--- src/hdl/osd_pkg.sv ---
// constants and types shared by the original size detector files
package osd_pkg;

   // ==========================================================
   // bus geometry
   localparam int ADDR_W = 5;
   localparam int DATA_W = 32;

   // ==========================================================
   // register byte offsets
   localparam logic [ADDR_W-1:0] OFS_CTRL = 5'h00;
   localparam logic [ADDR_W-1:0] OFS_RESULT = 5'h04;
   localparam logic [ADDR_W-1:0] OFS_IRQ_STAT = 5'h08;
   localparam logic [ADDR_W-1:0] OFS_IRQ_MASK = 5'h0c;
   localparam logic [ADDR_W-1:0] OFS_PAPER_LEN = 5'h10;

   // ==========================================================
   // control register fields
   localparam int CTRL_W = 2;
   localparam int CTRL_BYPASS = 0;
   localparam int CTRL_UNDET_SET = 1;
   localparam logic [CTRL_W-1:0] CTRL_RST = 2'h0;

   // ==========================================================
   // result register fields
   localparam int RES_CODE_LSB = 0;
   localparam int RES_SIZE_LSB = 8;
   localparam int RES_UNDET = 12;
   localparam int RES_VALID = 13;
   localparam int RES_FULL = 14;
   localparam int RES_LIVE_LSB = 16;

   // ==========================================================
   // interrupt status and mask fields
   localparam int IRQ_W = 3;
   localparam int IRQ_EVAL = 0;
   localparam int IRQ_UNDET = 1;
   localparam int IRQ_CUT = 2;
   localparam logic [IRQ_W-1:0] IRQ_RST = 3'h0;

   // ==========================================================
   // sensor pattern and display code
   localparam int PAT_W = 4;
   localparam int CODE_W = 8;
   localparam logic [PAT_W-1:0] CODE_LOW = 4'h0;
   localparam logic [PAT_W-1:0] PAT_XL = 4'hf;
   localparam logic [PAT_W-1:0] PAT_LG = 4'hd;
   localparam logic [PAT_W-1:0] PAT_LONG = 4'hc;
   localparam logic [PAT_W-1:0] PAT_SEF = 4'h4;
   localparam logic [PAT_W-1:0] PAT_LEF_WIDE = 4'h3;
   localparam logic [PAT_W-1:0] PAT_LEF_MID = 4'h1;
   localparam logic [PAT_W-1:0] PAT_LEF_SMALL = 4'h0;
   localparam logic [PAT_W-1:0] PAT_ALT = 4'h5;

   // ==========================================================
   // synchronised pin vector layout
   localparam int SYNC_W = 6;
   localparam int SY_W1 = 0;
   localparam int SY_W2 = 1;
   localparam int SY_L1 = 2;
   localparam int SY_L2 = 3;
   localparam int SY_COVER = 4;
   localparam int SY_REG = 5;

   // ==========================================================
   // paper length counters
   localparam int LEN_W = 16;
   localparam logic [LEN_W-1:0] LEN_ONE = 16'h0001;
   localparam logic [LEN_W-1:0] LEN_MAX = 16'hffff;

   // ==========================================================
   // decoded original sizes
   typedef enum logic [3:0] {
      SZ_NONE,
      SZ_XL,
      SZ_LG,
      SZ_LONG,
      SZ_SEF,
      SZ_LEF_WIDE,
      SZ_LEF_MID,
      SZ_LEF_SMALL,
      SZ_ALT
   } osd_size_t;

   // bus slave phases
   typedef enum logic {
      BUS_IDLE,
      BUS_ACK
   } osd_bus_t;

endpackage

--- src/hdl/osd_sync_if.sv ---
// carrier between the detector core and its pin synchroniser
`timescale 1ns/1ps
interface osd_sync_if;
   logic [osd_pkg::SYNC_W-1:0] raw;
   logic [osd_pkg::SYNC_W-1:0] sync;

   // core hands over raw pins and reads the synchronised copy
   modport core (output raw, input sync);
   // synchroniser reads raw pins and drives the safe copy
   modport syncer (input raw, output sync);
endinterface

--- src/hdl/osd_detector.sv ---
// original size detector: sensor decode, by-pass gating, register slave
`timescale 1ns/1ps
module osd_detector (
   // clock and reset
   input wire logic clk_in,
   input wire logic sys_rst_in,
   // avalon-mm slave
   input wire logic [osd_pkg::ADDR_W-1:0] avs_address_in,
   input wire logic avs_read_in,
   input wire logic avs_write_in,
   input wire logic [osd_pkg::DATA_W-1:0] avs_writedata_in,
   input wire logic [3:0] avs_byteenable_in,
   output logic [osd_pkg::DATA_W-1:0] avs_readdata_out,
   output logic avs_waitrequest_out,
   // sensor pins; on the four size pins a low level means paper present, the registration pin is high with paper
   input wire logic width_sense_first_in,
   input wire logic width_sense_second_in,
   input wire logic length_sense_first_in,
   input wire logic length_sense_second_in,
   input wire logic platen_cover_in,
   input wire logic reg_sensor_in,
   // machine controller strobes, same clock
   input wire logic start_key_in,
   input wire logic page_start_in,
   input wire logic line_tick_in,
   input wire logic video_in,
   // results
   output osd_pkg::osd_size_t size_out,
   output logic [osd_pkg::CODE_W-1:0] display_code_out,
   output logic undetectable_out,
   output logic size_valid_out,
   output logic full_area_scan_out,
   output logic video_out,
   output logic irq_out
);

   // ==========================================================
   // pin synchronisation
   osd_sync_if sif();
   logic [osd_pkg::SYNC_W-1:0] pins;

   // every pin is sampled all the time; nothing is gated here
   always_comb begin
      pins = '0;
      pins[osd_pkg::SY_W1] = width_sense_first_in;
      pins[osd_pkg::SY_W2] = width_sense_second_in;
      pins[osd_pkg::SY_L1] = length_sense_first_in;
      pins[osd_pkg::SY_L2] = length_sense_second_in;
      pins[osd_pkg::SY_COVER] = platen_cover_in;
      pins[osd_pkg::SY_REG] = reg_sensor_in;
   end

   assign sif.raw = pins;

   osd_sync u_sync (
      .clk_in(clk_in),
      .sys_rst_in(sys_rst_in),
      .port(sif.syncer)
   );

   // ==========================================================
   // control register state, written over the bus below
   logic [osd_pkg::CTRL_W-1:0] ctrl_r;
   logic [osd_pkg::CTRL_W-1:0] ctrl_nxt;
   logic [osd_pkg::IRQ_W-1:0] stat_r;
   logic [osd_pkg::IRQ_W-1:0] stat_nxt;
   logic [osd_pkg::IRQ_W-1:0] mask_r;
   logic [osd_pkg::IRQ_W-1:0] mask_nxt;
   logic bypass_en;
   logic undet_nondefault;

   assign bypass_en = ctrl_r[osd_pkg::CTRL_BYPASS];
   assign undet_nondefault = ctrl_r[osd_pkg::CTRL_UNDET_SET];

   // ==========================================================
   // sensor pattern and evaluation instant
   logic [osd_pkg::PAT_W-1:0] live_pat;
   logic cover_now;
   logic cover_d_r;
   logic cover_d_nxt;
   logic eval;

   // a high pin is no paper, so the pattern bit is the inverse
   always_comb begin
      live_pat = ~{sif.sync[osd_pkg::SY_L2], sif.sync[osd_pkg::SY_L1],
                   sif.sync[osd_pkg::SY_W2], sif.sync[osd_pkg::SY_W1]};
      cover_now = sif.sync[osd_pkg::SY_COVER];
      cover_d_nxt = cover_now;
      // cover edge while closing, or start with the platen open
      eval = (cover_now & ~cover_d_r)
           | (start_key_in & ~cover_now);
   end

   always_ff @(posedge clk_in) begin
      if (sys_rst_in) begin
         cover_d_r <= 1'b0;
      end else begin
         cover_d_r <= cover_d_nxt;
      end
   end

   // ==========================================================
   // pattern decode; a pure table, so no scan of the page is needed
   osd_pkg::osd_size_t dec_size;
   logic dec_ok;

   always_comb begin
      dec_ok = 1'b1;
      case (live_pat)
         osd_pkg::PAT_XL: dec_size = osd_pkg::SZ_XL;
         osd_pkg::PAT_LG: dec_size = osd_pkg::SZ_LG;
         osd_pkg::PAT_LONG: dec_size = osd_pkg::SZ_LONG;
         osd_pkg::PAT_SEF: dec_size = osd_pkg::SZ_SEF;
         osd_pkg::PAT_LEF_WIDE: dec_size = osd_pkg::SZ_LEF_WIDE;
         osd_pkg::PAT_LEF_MID: dec_size = osd_pkg::SZ_LEF_MID;
         osd_pkg::PAT_LEF_SMALL: dec_size = osd_pkg::SZ_LEF_SMALL;
         osd_pkg::PAT_ALT: dec_size = osd_pkg::SZ_ALT;
         default: begin
            dec_size = osd_pkg::SZ_NONE;
            dec_ok = 1'b0;
         end
      endcase
   end

   // ==========================================================
   // latched result, only an evaluation moves it
   osd_pkg::osd_size_t size_r;
   osd_pkg::osd_size_t size_nxt;
   logic [osd_pkg::CODE_W-1:0] code_r;
   logic [osd_pkg::CODE_W-1:0] code_nxt;
   logic undet_r;
   logic undet_nxt;
   logic valid_r;
   logic valid_nxt;
   logic full_r;
   logic full_nxt;
   logic ev_eval;
   logic ev_undet;

   always_comb begin
      size_nxt = size_r;
      code_nxt = code_r;
      undet_nxt = undet_r;
      valid_nxt = valid_r;
      full_nxt = full_r;
      ev_eval = 1'b0;
      ev_undet = 1'b0;
      if (eval) begin
         ev_eval = 1'b1;
         if (bypass_en) begin
            // sensors ignored: scan the whole largest area
            size_nxt = osd_pkg::SZ_XL;
            code_nxt = {osd_pkg::PAT_XL, osd_pkg::CODE_LOW};
            undet_nxt = 1'b0;
            valid_nxt = 1'b1;
            full_nxt = 1'b1;
         end else begin
            size_nxt = dec_size;
            code_nxt = {live_pat, osd_pkg::CODE_LOW};
            valid_nxt = dec_ok;
            // a non-default setting silences the warning
            undet_nxt = ~dec_ok & ~undet_nondefault;
            ev_undet = ~dec_ok & ~undet_nondefault;
            full_nxt = 1'b0;
         end
      end
   end

   always_ff @(posedge clk_in) begin
      if (sys_rst_in) begin
         size_r <= osd_pkg::SZ_NONE;
         code_r <= '0;
         undet_r <= 1'b0;
         valid_r <= 1'b0;
         full_r <= 1'b0;
      end else begin
         size_r <= size_nxt;
         code_r <= code_nxt;
         undet_r <= undet_nxt;
         valid_r <= valid_nxt;
         full_r <= full_nxt;
      end
   end

   // ==========================================================
   // paper length at the registration sensor, then video cut
   logic reg_now;
   logic reg_d_r;
   logic reg_d_nxt;
   logic [osd_pkg::LEN_W-1:0] meas_r;
   logic [osd_pkg::LEN_W-1:0] meas_nxt;
   logic [osd_pkg::LEN_W-1:0] plen_r;
   logic [osd_pkg::LEN_W-1:0] plen_nxt;
   logic plen_ok_r;
   logic plen_ok_nxt;
   logic [osd_pkg::LEN_W-1:0] line_r;
   logic [osd_pkg::LEN_W-1:0] line_nxt;
   logic cut_r;
   logic cut_nxt;
   logic video_r;
   logic video_nxt;
   logic ev_cut;

   // counters saturate, so a stuck sensor cannot wrap the length
   always_comb begin
      reg_now = sif.sync[osd_pkg::SY_REG];
      reg_d_nxt = reg_now;
      meas_nxt = meas_r;
      plen_nxt = plen_r;
      plen_ok_nxt = plen_ok_r;
      line_nxt = line_r;
      cut_nxt = cut_r;
      ev_cut = 1'b0;
      if (reg_now & ~reg_d_r) begin
         meas_nxt = '0;
      end else if (reg_now & line_tick_in & (meas_r != osd_pkg::LEN_MAX)) begin
         meas_nxt = meas_r + osd_pkg::LEN_ONE;
      end
      if (~reg_now & reg_d_r) begin
         plen_nxt = meas_r;
         plen_ok_nxt = 1'b1;
      end
      if (page_start_in) begin
         line_nxt = '0;
         cut_nxt = 1'b0;
      end else begin
         if (line_tick_in & (line_r != osd_pkg::LEN_MAX)) begin
            line_nxt = line_r + osd_pkg::LEN_ONE;
         end
         if (bypass_en & plen_ok_r & ~cut_r & (line_r >= plen_r)) begin
            cut_nxt = 1'b1;
            ev_cut = 1'b1;
         end
      end
      video_nxt = video_in & ~(cut_r & bypass_en);
   end

   always_ff @(posedge clk_in) begin
      if (sys_rst_in) begin
         reg_d_r <= 1'b0;
         meas_r <= '0;
         plen_r <= '0;
         plen_ok_r <= 1'b0;
         line_r <= '0;
         cut_r <= 1'b0;
         video_r <= 1'b0;
      end else begin
         reg_d_r <= reg_d_nxt;
         meas_r <= meas_nxt;
         plen_r <= plen_nxt;
         plen_ok_r <= plen_ok_nxt;
         line_r <= line_nxt;
         cut_r <= cut_nxt;
         video_r <= video_nxt;
      end
   end

   // ==========================================================
   // avalon slave: one wait state, then the answer
   osd_pkg::osd_bus_t bus_r;
   osd_pkg::osd_bus_t bus_nxt;
   logic wait_r;
   logic wait_nxt;
   logic [osd_pkg::DATA_W-1:0] rdata_r;
   logic [osd_pkg::DATA_W-1:0] rdata_nxt;
   logic [osd_pkg::DATA_W-1:0] rd_mux;
   logic irq_r;
   logic irq_nxt;
   logic wr_go;
   logic lo_lane;
   logic [osd_pkg::IRQ_W-1:0] events;
   logic [osd_pkg::IRQ_W-1:0] w1c;

   // read data, unmapped addresses read as zero
   always_comb begin
      rd_mux = '0;
      case (avs_address_in)
         osd_pkg::OFS_CTRL:
            rd_mux[osd_pkg::CTRL_W-1:0] = ctrl_r;
         osd_pkg::OFS_RESULT: begin
            rd_mux[osd_pkg::RES_CODE_LSB +: osd_pkg::CODE_W] = code_r;
            rd_mux[osd_pkg::RES_SIZE_LSB +: 4] = size_r;
            rd_mux[osd_pkg::RES_UNDET] = undet_r;
            rd_mux[osd_pkg::RES_VALID] = valid_r;
            rd_mux[osd_pkg::RES_FULL] = full_r;
            rd_mux[osd_pkg::RES_LIVE_LSB +: osd_pkg::PAT_W] = live_pat;
         end
         osd_pkg::OFS_IRQ_STAT:
            rd_mux[osd_pkg::IRQ_W-1:0] = stat_r;
         osd_pkg::OFS_IRQ_MASK:
            rd_mux[osd_pkg::IRQ_W-1:0] = mask_r;
         osd_pkg::OFS_PAPER_LEN:
            rd_mux[osd_pkg::LEN_W-1:0] = plen_r;
         default: rd_mux = '0;
      endcase
   end

   // bus phase, register writes and sticky status
   always_comb begin
      bus_nxt = bus_r;
      wait_nxt = 1'b1;
      rdata_nxt = rdata_r;
      ctrl_nxt = ctrl_r;
      mask_nxt = mask_r;
      w1c = '0;
      wr_go = 1'b0;
      lo_lane = avs_byteenable_in[0];
      case (bus_r)
         osd_pkg::BUS_IDLE: begin
            if (avs_read_in | avs_write_in) begin
               bus_nxt = osd_pkg::BUS_ACK;
               wait_nxt = 1'b0;
               rdata_nxt = avs_read_in ? rd_mux : '0;
            end
         end
         osd_pkg::BUS_ACK: begin
            // the master sees waitrequest low here: commit now
            bus_nxt = osd_pkg::BUS_IDLE;
            wr_go = avs_write_in & lo_lane;
         end
         default: bus_nxt = osd_pkg::BUS_IDLE;
      endcase
      if (wr_go) begin
         case (avs_address_in)
            osd_pkg::OFS_CTRL:
               ctrl_nxt = avs_writedata_in[osd_pkg::CTRL_W-1:0];
            osd_pkg::OFS_IRQ_MASK:
               mask_nxt = avs_writedata_in[osd_pkg::IRQ_W-1:0];
            osd_pkg::OFS_IRQ_STAT:
               w1c = avs_writedata_in[osd_pkg::IRQ_W-1:0];
            default: w1c = '0;
         endcase
      end
      events = '0;
      events[osd_pkg::IRQ_EVAL] = ev_eval;
      events[osd_pkg::IRQ_UNDET] = ev_undet;
      events[osd_pkg::IRQ_CUT] = ev_cut;
      // a new event beats a clear in the same cycle
      stat_nxt = (stat_r & ~w1c) | events;
      irq_nxt = |(stat_nxt & mask_nxt);
   end

   always_ff @(posedge clk_in) begin
      if (sys_rst_in) begin
         bus_r <= osd_pkg::BUS_IDLE;
         wait_r <= 1'b1;
         rdata_r <= '0;
         ctrl_r <= osd_pkg::CTRL_RST;
         mask_r <= osd_pkg::IRQ_RST;
         stat_r <= osd_pkg::IRQ_RST;
         irq_r <= 1'b0;
      end else begin
         bus_r <= bus_nxt;
         wait_r <= wait_nxt;
         rdata_r <= rdata_nxt;
         ctrl_r <= ctrl_nxt;
         mask_r <= mask_nxt;
         stat_r <= stat_nxt;
         irq_r <= irq_nxt;
      end
   end

   // ==========================================================
   // outputs, all straight from flip-flops
   assign avs_readdata_out = rdata_r;
   assign avs_waitrequest_out = wait_r;
   assign size_out = size_r;
   assign display_code_out = code_r;
   assign undetectable_out = undet_r;
   assign size_valid_out = valid_r;
   assign full_area_scan_out = full_r;
   assign video_out = video_r;
   assign irq_out = irq_r;

endmodule

--- src/hdl/osd_sync.sv ---
// two-flop synchroniser for all asynchronous sensor pins
`timescale 1ns/1ps
module osd_sync (
   // clock and reset
   input wire logic clk_in,
   input wire logic sys_rst_in,
   // pins in, safe levels out
   osd_sync_if.syncer port
);

   logic [osd_pkg::SYNC_W-1:0] meta_r;
   logic [osd_pkg::SYNC_W-1:0] meta_nxt;
   logic [osd_pkg::SYNC_W-1:0] safe_r;
   logic [osd_pkg::SYNC_W-1:0] safe_nxt;

   // ==========================================================
   // one chain per pin; the first stage feeds only the second
   genvar gi;
   generate
      for (gi = 0; gi < osd_pkg::SYNC_W; gi++) begin : g_bit
         always_comb begin
            meta_nxt[gi] = port.raw[gi];
            safe_nxt[gi] = meta_r[gi];
         end

         always_ff @(posedge clk_in) begin
            if (sys_rst_in) begin
               meta_r[gi] <= 1'b0;
               safe_r[gi] <= 1'b0;
            end else begin
               meta_r[gi] <= meta_nxt[gi];
               safe_r[gi] <= safe_nxt[gi];
            end
         end
      end
   endgenerate

   assign port.sync = safe_r;

endmodule

--- config.mk ---
export PLATFORM = sky130hd
export DESIGN_NAME = osd_detector
export DESIGN_NICKNAME = d
export VERILOG_FILES = /design/src/hdl/osd_pkg.sv /design/src/hdl/osd_sync_if.sv /design/src/hdl/osd_detector.sv /design/src/hdl/osd_sync.sv
export SDC_FILE = /design/constraint.sdc
export NUM_CORES = 1
export LEC_CHECK = 0
export BUFFER_PORTS_ARGS = -buffer_cell sky130_fd_sc_hd__buf_4
export CAP_MARGIN = 20
export CORE_MARGIN = 2
export CORE_UTILIZATION = 45
export DETAILED_ROUTE_END_ITERATION = 12
export PLACE_DENSITY_LB_ADDON = 0.05
export REMOVE_ABC_BUFFERS = 1
export SETUP_SLACK_MARGIN = 0.02
export SYNTH_ARGS = -nofsm -noshare
export SYNTH_HDL_FRONTEND = slang
export SYNTH_SLANG_ARGS = --single-unit
export TNS_END_PERCENT = 10
--- constraint.sdc ---
create_clock -name clk_in -period 5.05 [get_ports clk_in]
set_clock_uncertainty 0.05 [all_clocks]
set_input_delay 1.01 -clock clk_in [delete_from_list [all_inputs] [get_ports clk_in]]
set_output_delay 1.01 -clock clk_in [all_outputs]
set_load 0.05 [all_outputs]
# ---- Word-level counts from Yosys, hierarchy flattened
# Cells that the tools add are included.
dict set report word_totals {
  regBits 123
  in_bits 55
  output_inout_bits 50
}
dict set report classes {
  add_sub_neg 2
  n_lt_le_gt_ge 1
  eq_ne 13
  n_mux 25
  bitwise_logic 30
  reduce_logical 9
}
# op count
set ops {}
lappend ops {{adder 16 x 1 -> 16 bit (second input constant)} 2}
lappend ops {{!= test 16 bit (second input constant)} 2}
lappend ops {{one-hot mux 4 bit (8 select lines)} 1}
lappend ops {{one-hot mux 12 bit (2 select lines)} 1}
lappend ops {{2-to-1 mux 20 bit} 1}
lappend ops {{>= comparator 16 bit} 1}
lappend ops {{bitwise AND 1 bit} 14}
lappend ops {{equality test 4 bit (second input constant)} 3}
lappend ops {{2-to-1 mux 1 bit} 12}
lappend ops {{2-to-1 mux 3 bit} 4}
lappend ops {{equality test 5 x 4 -> 1 bit (second input constant)} 2}
lappend ops {{one-hot mux 2 bit (5 select lines)} 1}
lappend ops {{inverter 1 bit} 9}
lappend ops {{equality test 4 x 3 -> 1 bit (second input constant)} 2}
lappend ops {{2-to-1 mux 4 bit} 2}
lappend ops {{2-to-1 mux 8 bit} 1}
lappend ops {{OR reduction 8 bit} 1}
lappend ops {{bitwise AND 3 bit} 2}
lappend ops {{OR reduction 2 bit} 3}
lappend ops {{equality test 5 x 3 -> 1 bit (second input constant)} 1}
lappend ops {{equality test 5 bit (second input constant)} 1}
lappend ops {{zero test 5 bit} 1}
lappend ops {{equality test 4 x 1 -> 1 bit (second input constant)} 1}
lappend ops {{equality test 4 x 2 -> 1 bit (second input constant)} 1}
lappend ops {{other kinds (9)} 11}

# ---- Logic depth before layout (Yosys ltp)
dict set report logic_depth {
  depth_word 11
  ltp_mapped 8
  ltp_nobuf 8
}

# ---- By module
# From an unflattened synthesis, not the netlist that was laid out.
dict set report hier_totals {
  cells_unflattened 539
  hier_area_um2 4770.8
}
# module n_inst cells_per_inst area_each_um2 seq_area_each_um2
set by_module_without_submodules {}
lappend by_module_without_submodules {osd_detector 1 514 4404.2 1901.8}
lappend by_module_without_submodules {osd_sync 1 25 366.6 240.2}

# ---- Worst setup path before layout
# No wires, ideal clock.
dict set report synth_timing {
  kind {input-to-reg}
  start {input port avs_address_in[2] (netlist bit)}
  end {register rdata_r, in the netlist avs_readdata_out[7]}
  setup_time_ps 66
  arrival_ps 2256
  required_time_ps 4934
  path_slack_ps 2677
  cell_stages 7
  path_cell_list {clkbuf_1 nand2b_1 nor4_1 and2_1 buf_2 a222oi_1 nor2_1}
}
dict set report synth_between {
  elab_chain_len 3
  elab_cells_between_ends 4
  cone_classes {eq/ne: 2; mux: 2}
}
# element line
set synth_lines {}
lappend synth_lines {{start, declared} osd_detector.sv:8} ;# input wire logic [osd_pkg::ADDR_W-1:0] avs_address_in,
lappend synth_lines {{equality test 5 bit / equality test 5 x 3 -> 1 bit (equally long branches)} osd_detector.sv:277} ;# case (avs_address_in)
lappend synth_lines {{one-hot mux 12 bit (2 select lines) *} osd_detector.sv:277}
lappend synth_lines {{2-to-1 mux 20 bit *} osd_detector.sv:313} ;# rdata_nxt = avs_read_in ? rd_mux : '0;
lappend synth_lines {{end signal, assigned} osd_detector.sv:355} ;# rdata_r <= rdata_nxt;
lappend synth_lines {{end, declared} osd_detector.sv:264} ;# logic [osd_pkg::DATA_W-1:0] rdata_r;
# Mark *: on every way between the ends. The rest lies on a longest branch, timed or not.
# A chain may end at the register's enable or synchronous reset.

# ---- Worst setup path after layout
dict set report layout_timing {
  start {register line_r[0] (netlist bit)}
  end {register irq_r (netlist: irq_out)}
}
dict set report layout_between {
  elab_chain_len 7
}
# element line
set layout_lines {}
lappend layout_lines {{start, declared} osd_detector.sv:196} ;# logic [osd_pkg::LEN_W-1:0] line_r;
lappend layout_lines {{start signal, assigned} osd_detector.sv:252} ;# line_r <= line_nxt;
lappend layout_lines {{>= comparator 16 bit} osd_detector.sv:230} ;# if (bypass_en & plen_ok_r & ~cut_r & (line_r >= plen_r)) begin
lappend layout_lines {{bitwise AND 1 bit} osd_detector.sv:230}
lappend layout_lines {{2-to-1 mux 1 bit} osd_detector.sv:230}
lappend layout_lines {{2-to-1 mux 1 bit} osd_detector.sv:223} ;# if (page_start_in) begin
lappend layout_lines {{OR 3 bit} osd_detector.sv:339} ;# stat_nxt = (stat_r & ~w1c) | events;
lappend layout_lines {{bitwise AND 3 bit} osd_detector.sv:340} ;# irq_nxt = |(stat_nxt & mask_nxt);
lappend layout_lines {{OR reduction 3 bit} osd_detector.sv:340}
lappend layout_lines {{end signal, assigned} osd_detector.sv:359} ;# irq_r <= irq_nxt;
lappend layout_lines {{end, declared} osd_detector.sv:267} ;# logic irq_r;
# No other way between the ends.

==> impl_metrics.env <==
export IMPL_status="completed"
export IMPL_core_um2=10280
export IMPL_p_seq_share_pct=57.2
export IMPL_drc=0
export IMPL_avgSynthCellArea_um2=8.731
export IMPL_rows=37
export IMPL_synth_cell_types=54
export IMPL_synthArstFlopShare_pct=0
export IMPL_pre_cts_slack_ns=2.309
export IMPL_cellLeakagePower_nw=2.133
export IMPL_synth_top_area_share_pct=45.18
export IMPL_nets=658
export IMPL_clockBufferDepth=2
export IMPL_area_growth_pct=13.09
export IMPL_finalHoldViolCount=0
export IMPL_dp_hpwl_um=7495
export IMPL_p_per_area_nw_per_um2=283.3
export IMPL_crit_type="reg2reg"
export IMPL_hold_path_class="reg2reg"
export IMPL_slew_viol_final=0
export IMPL_synth_edf_count=0
export IMPL_root_buffer="clkbuf_8"
export IMPL_layout_common_cells="dfxtp_1, nor2_1, buf_4"
export IMPL_vias_per_cell=5.140
export IMPL_grt_pass1_vias=3519
export IMPL_intPower_mw=1.109
export IMPL_ctsHoldBuffers=0
export IMPL_tns_ns=0
export IMPL_die_area_um2=11370
export IMPL_finalCritPeriodShare_pct=47.77
export IMPL_utilization_pct=52.17
export IMPL_maxCapViolCount=0
export IMPL_cp_max_fo=5
export IMPL_gp_congestion=0.7771
export IMPL_grt_start_max_net_pins=75
export IMPL_wl_per_cell_um=14.43
export IMPL_swShare_pct=26.98
export IMPL_synthXorXnorAreaFrac_pct=5.542
export IMPL_cts_made_buffers=9
export IMPL_antenna_found_initial=0
export IMPL_synth_area_um2=4741
export IMPL_synth_area_leaders="dfxtp_1, nor2_1, ha_1"
export IMPL_timing_final_ws_setup_ns=2.638
export IMPL_relSlewSlack_pct=40.58
export IMPL_cts_clk_slew_worst_paths_ns=0.11
export IMPL_grt_pass1_wl_um=17440
export IMPL_yosys_warnings=0
export IMPL_clock_sinks=107
export IMPL_overflow=0
export IMPL_crit_path_end_kind="flip-flop"
export IMPL_cp_start_kind="flip-flop"
export IMPL_drtPass1Iterations=6
export IMPL_cts_resized=0
export IMPL_vias=3732
export IMPL_synth_simple_area_share_pct=22.72
export IMPL_clk_latency_ns=0.38
export IMPL_drt_iter0_drc=195
export IMPL_chipWidth_um=106.6
export IMPL_worstMarginPinSlew_ns=0.8665
export IMPL_critPathRequiredTime_ns=5.26
export IMPL_cts_tree="yes"
export IMPL_grt_use_total_pct=19.29
export IMPL_cp_arrival_ns=2.62
export IMPL_synth_top_family_by_area="simple AND/OR/NAND/NOR gates"
export IMPL_synth_area_leader_cell="dfxtp_1"
export IMPL_drive_gt1_share_pct=15.08
export IMPL_synth_compound_area_share_pct=11.69
export IMPL_diodes=0
export IMPL_fin_crit_ns=2.412
export IMPL_h_tree_depth=3
export IMPL_muxShareOfSynthArea_pct=2.850
export IMPL_postCtsSetupBuffers=0
export IMPL_synth_fa_ha_area_share_pct=4.751
export IMPL_setup_viol=0
export IMPL_syn_inst=543
export IMPL_finalPower_mw=1.519
export IMPL_pin_count=105
export IMPL_ys_flop_type="dfxtp_1"
export IMPL_initial_core_util_pct=46.13
export IMPL_synth_seq_cells=107
export IMPL_hold_ws_ns=0.3948
export IMPL_yosysSeqAreaShare_pct=45.18
export IMPL_peakVddDrop_mv=0.1935
export IMPL_grt_setup_unrepaired="false"
export IMPL_clockPowerShare_pct=34.0
export IMPL_final_common_cell="dfxtp_1"
export IMPL_combPwrFrac_pct=8.8
export IMPL_antenna_left=0
export IMPL_fmax_mhz=414.6
export IMPL_die_y_um=106.6
export IMPL_p_sw_uw=409.8
export IMPL_portBuffers=56
export IMPL_wl_um=10470
## cell families (layout without fill, tap and decap cells)
kind of cell | count (synthesis) | in the layout
simple gates | 227 | 227
compound gates | 77 | 77
fa+ha+maj | 18 | 18
other cells | 1 | 16
mux | 13 | 13
xor+xnor | 30 | 30
buf+inv | 70 | 102
flops | 107 | 107
## sequential cells by signal, summed over array words and instances (netlist names)
register and count:
avs_readdata_out 20, avs_waitrequest_out 1, bus_r 1, cover_d_r 1, ctrl_r 2, cut_r 1, display_code_out 4, full_area_scan_out 1
irq_out 1, line_r 16, mask_r 3, meas_r 16, plen_ok_r 1, plen_r 16, reg_d_r 1, size_out 4
size_valid_out 1, stat_r 3, u_sync.meta_r 6, u_sync.port.sync 6, undetectable_out 1, video_out 1
## final cells by class
cell class | instances | area [um^2]
Fill cell | 1002 | 4916
Timing Repair Buffer | 58 | 435.4
Multi-Input combinational cell | 381 | 2315
Clock inverter | 5 | 42.54
Inverter | 28 | 105.1
Tap cell | 136 | 170.2
Sequential cell | 107 | 2142
Clock buffer | 11 | 151.4
## path summary, 6_finish.rpt
path	from	end	slack [ns]	cells after the start
setup / recovery	line_r[0]	irq_out	2.64	8
hold / removal	u_sync.meta_r[4]	u_sync.port.sync[4]	0.39	1
setup reg to reg	line_r[0]	irq_out	2.64	8
hold reg to reg	u_sync.meta_r[4]	u_sync.port.sync[4]	0.39	1
## stage by stage
stage	instance area, um^2	instances
finish	5361	726
global route	5361	726
CTS	5354	725
detailed placement	5160	709
global placement	5160	709
floorplan	4562	516
## routing by layer
metal	vias up	GRT usage, %	routed length, um
met5	-	0	0
li1	1910	-	-
met2	73	32.03	5087
met4	0	4.731	89
met1	1742	25.22	4870
met3	7	4.802	425
## synthesized netlist by cell type (2+ instances only)
| cell | number |
|---|---|
| a21o_1 | 2 |
| clkbuf_1 | 21 |
| o21ai_0 | 3 |
| nor4_1 | 6 |
| and4_1 | 3 |
| dfxtp_1 | 107 |
| nand3_1 | 13 |
| buf_4 | 16 |
| nand2_1 | 55 |
| nor3_1 | 10 |
| buf_2 | 2 |
| a21oi_1 | 35 |
| buf_6 | 2 |
| ha_1 | 18 |
| xor2_1 | 25 |
| or2_2 | 4 |
| mux2i_1 | 9 |
| a22oi_1 | 6 |
| o21a_1 | 2 |
| and3_1 | 7 |
| mux2_2 | 4 |
| nor2b_1 | 16 |
| xnor2_1 | 5 |
| inv_1 | 28 |
| a222oi_1 | 13 |
| nor2_1 | 82 |
| nand4_1 | 12 |
| nand2b_1 | 9 |
| a21boi_0 | 2 |
| and2_1 | 2 |
## power groups by stage
stage / logic (mW) / registers, mW / clock network, mW
6_report: 0.134 / 0.868 / 0.517
3_5_place_dp: 0.134 / 0.888 / 0
2_1_floorplan: 0.0635 / 0.907 / 0
3_3_place_gp: 0.133 / 0.887 / 0
5_1_grt: 0.144 / 0.871 / 0.566
4_1_cts: 0.134 / 0.868 / 0.537
## worst max-delay path, stage by stage (launching register included)
cell and delay, ns:
dfxtp_1 0.41, inv_1 0.10, ha_1 0.27, nand2b_1 0.14
a2111oi_0 0.47, o32ai_1 0.15, a211o_1 0.32, a41oi_1 0.28
o211ai_1 0.12
No activity file was read; power rests on OpenSTA's default activity.
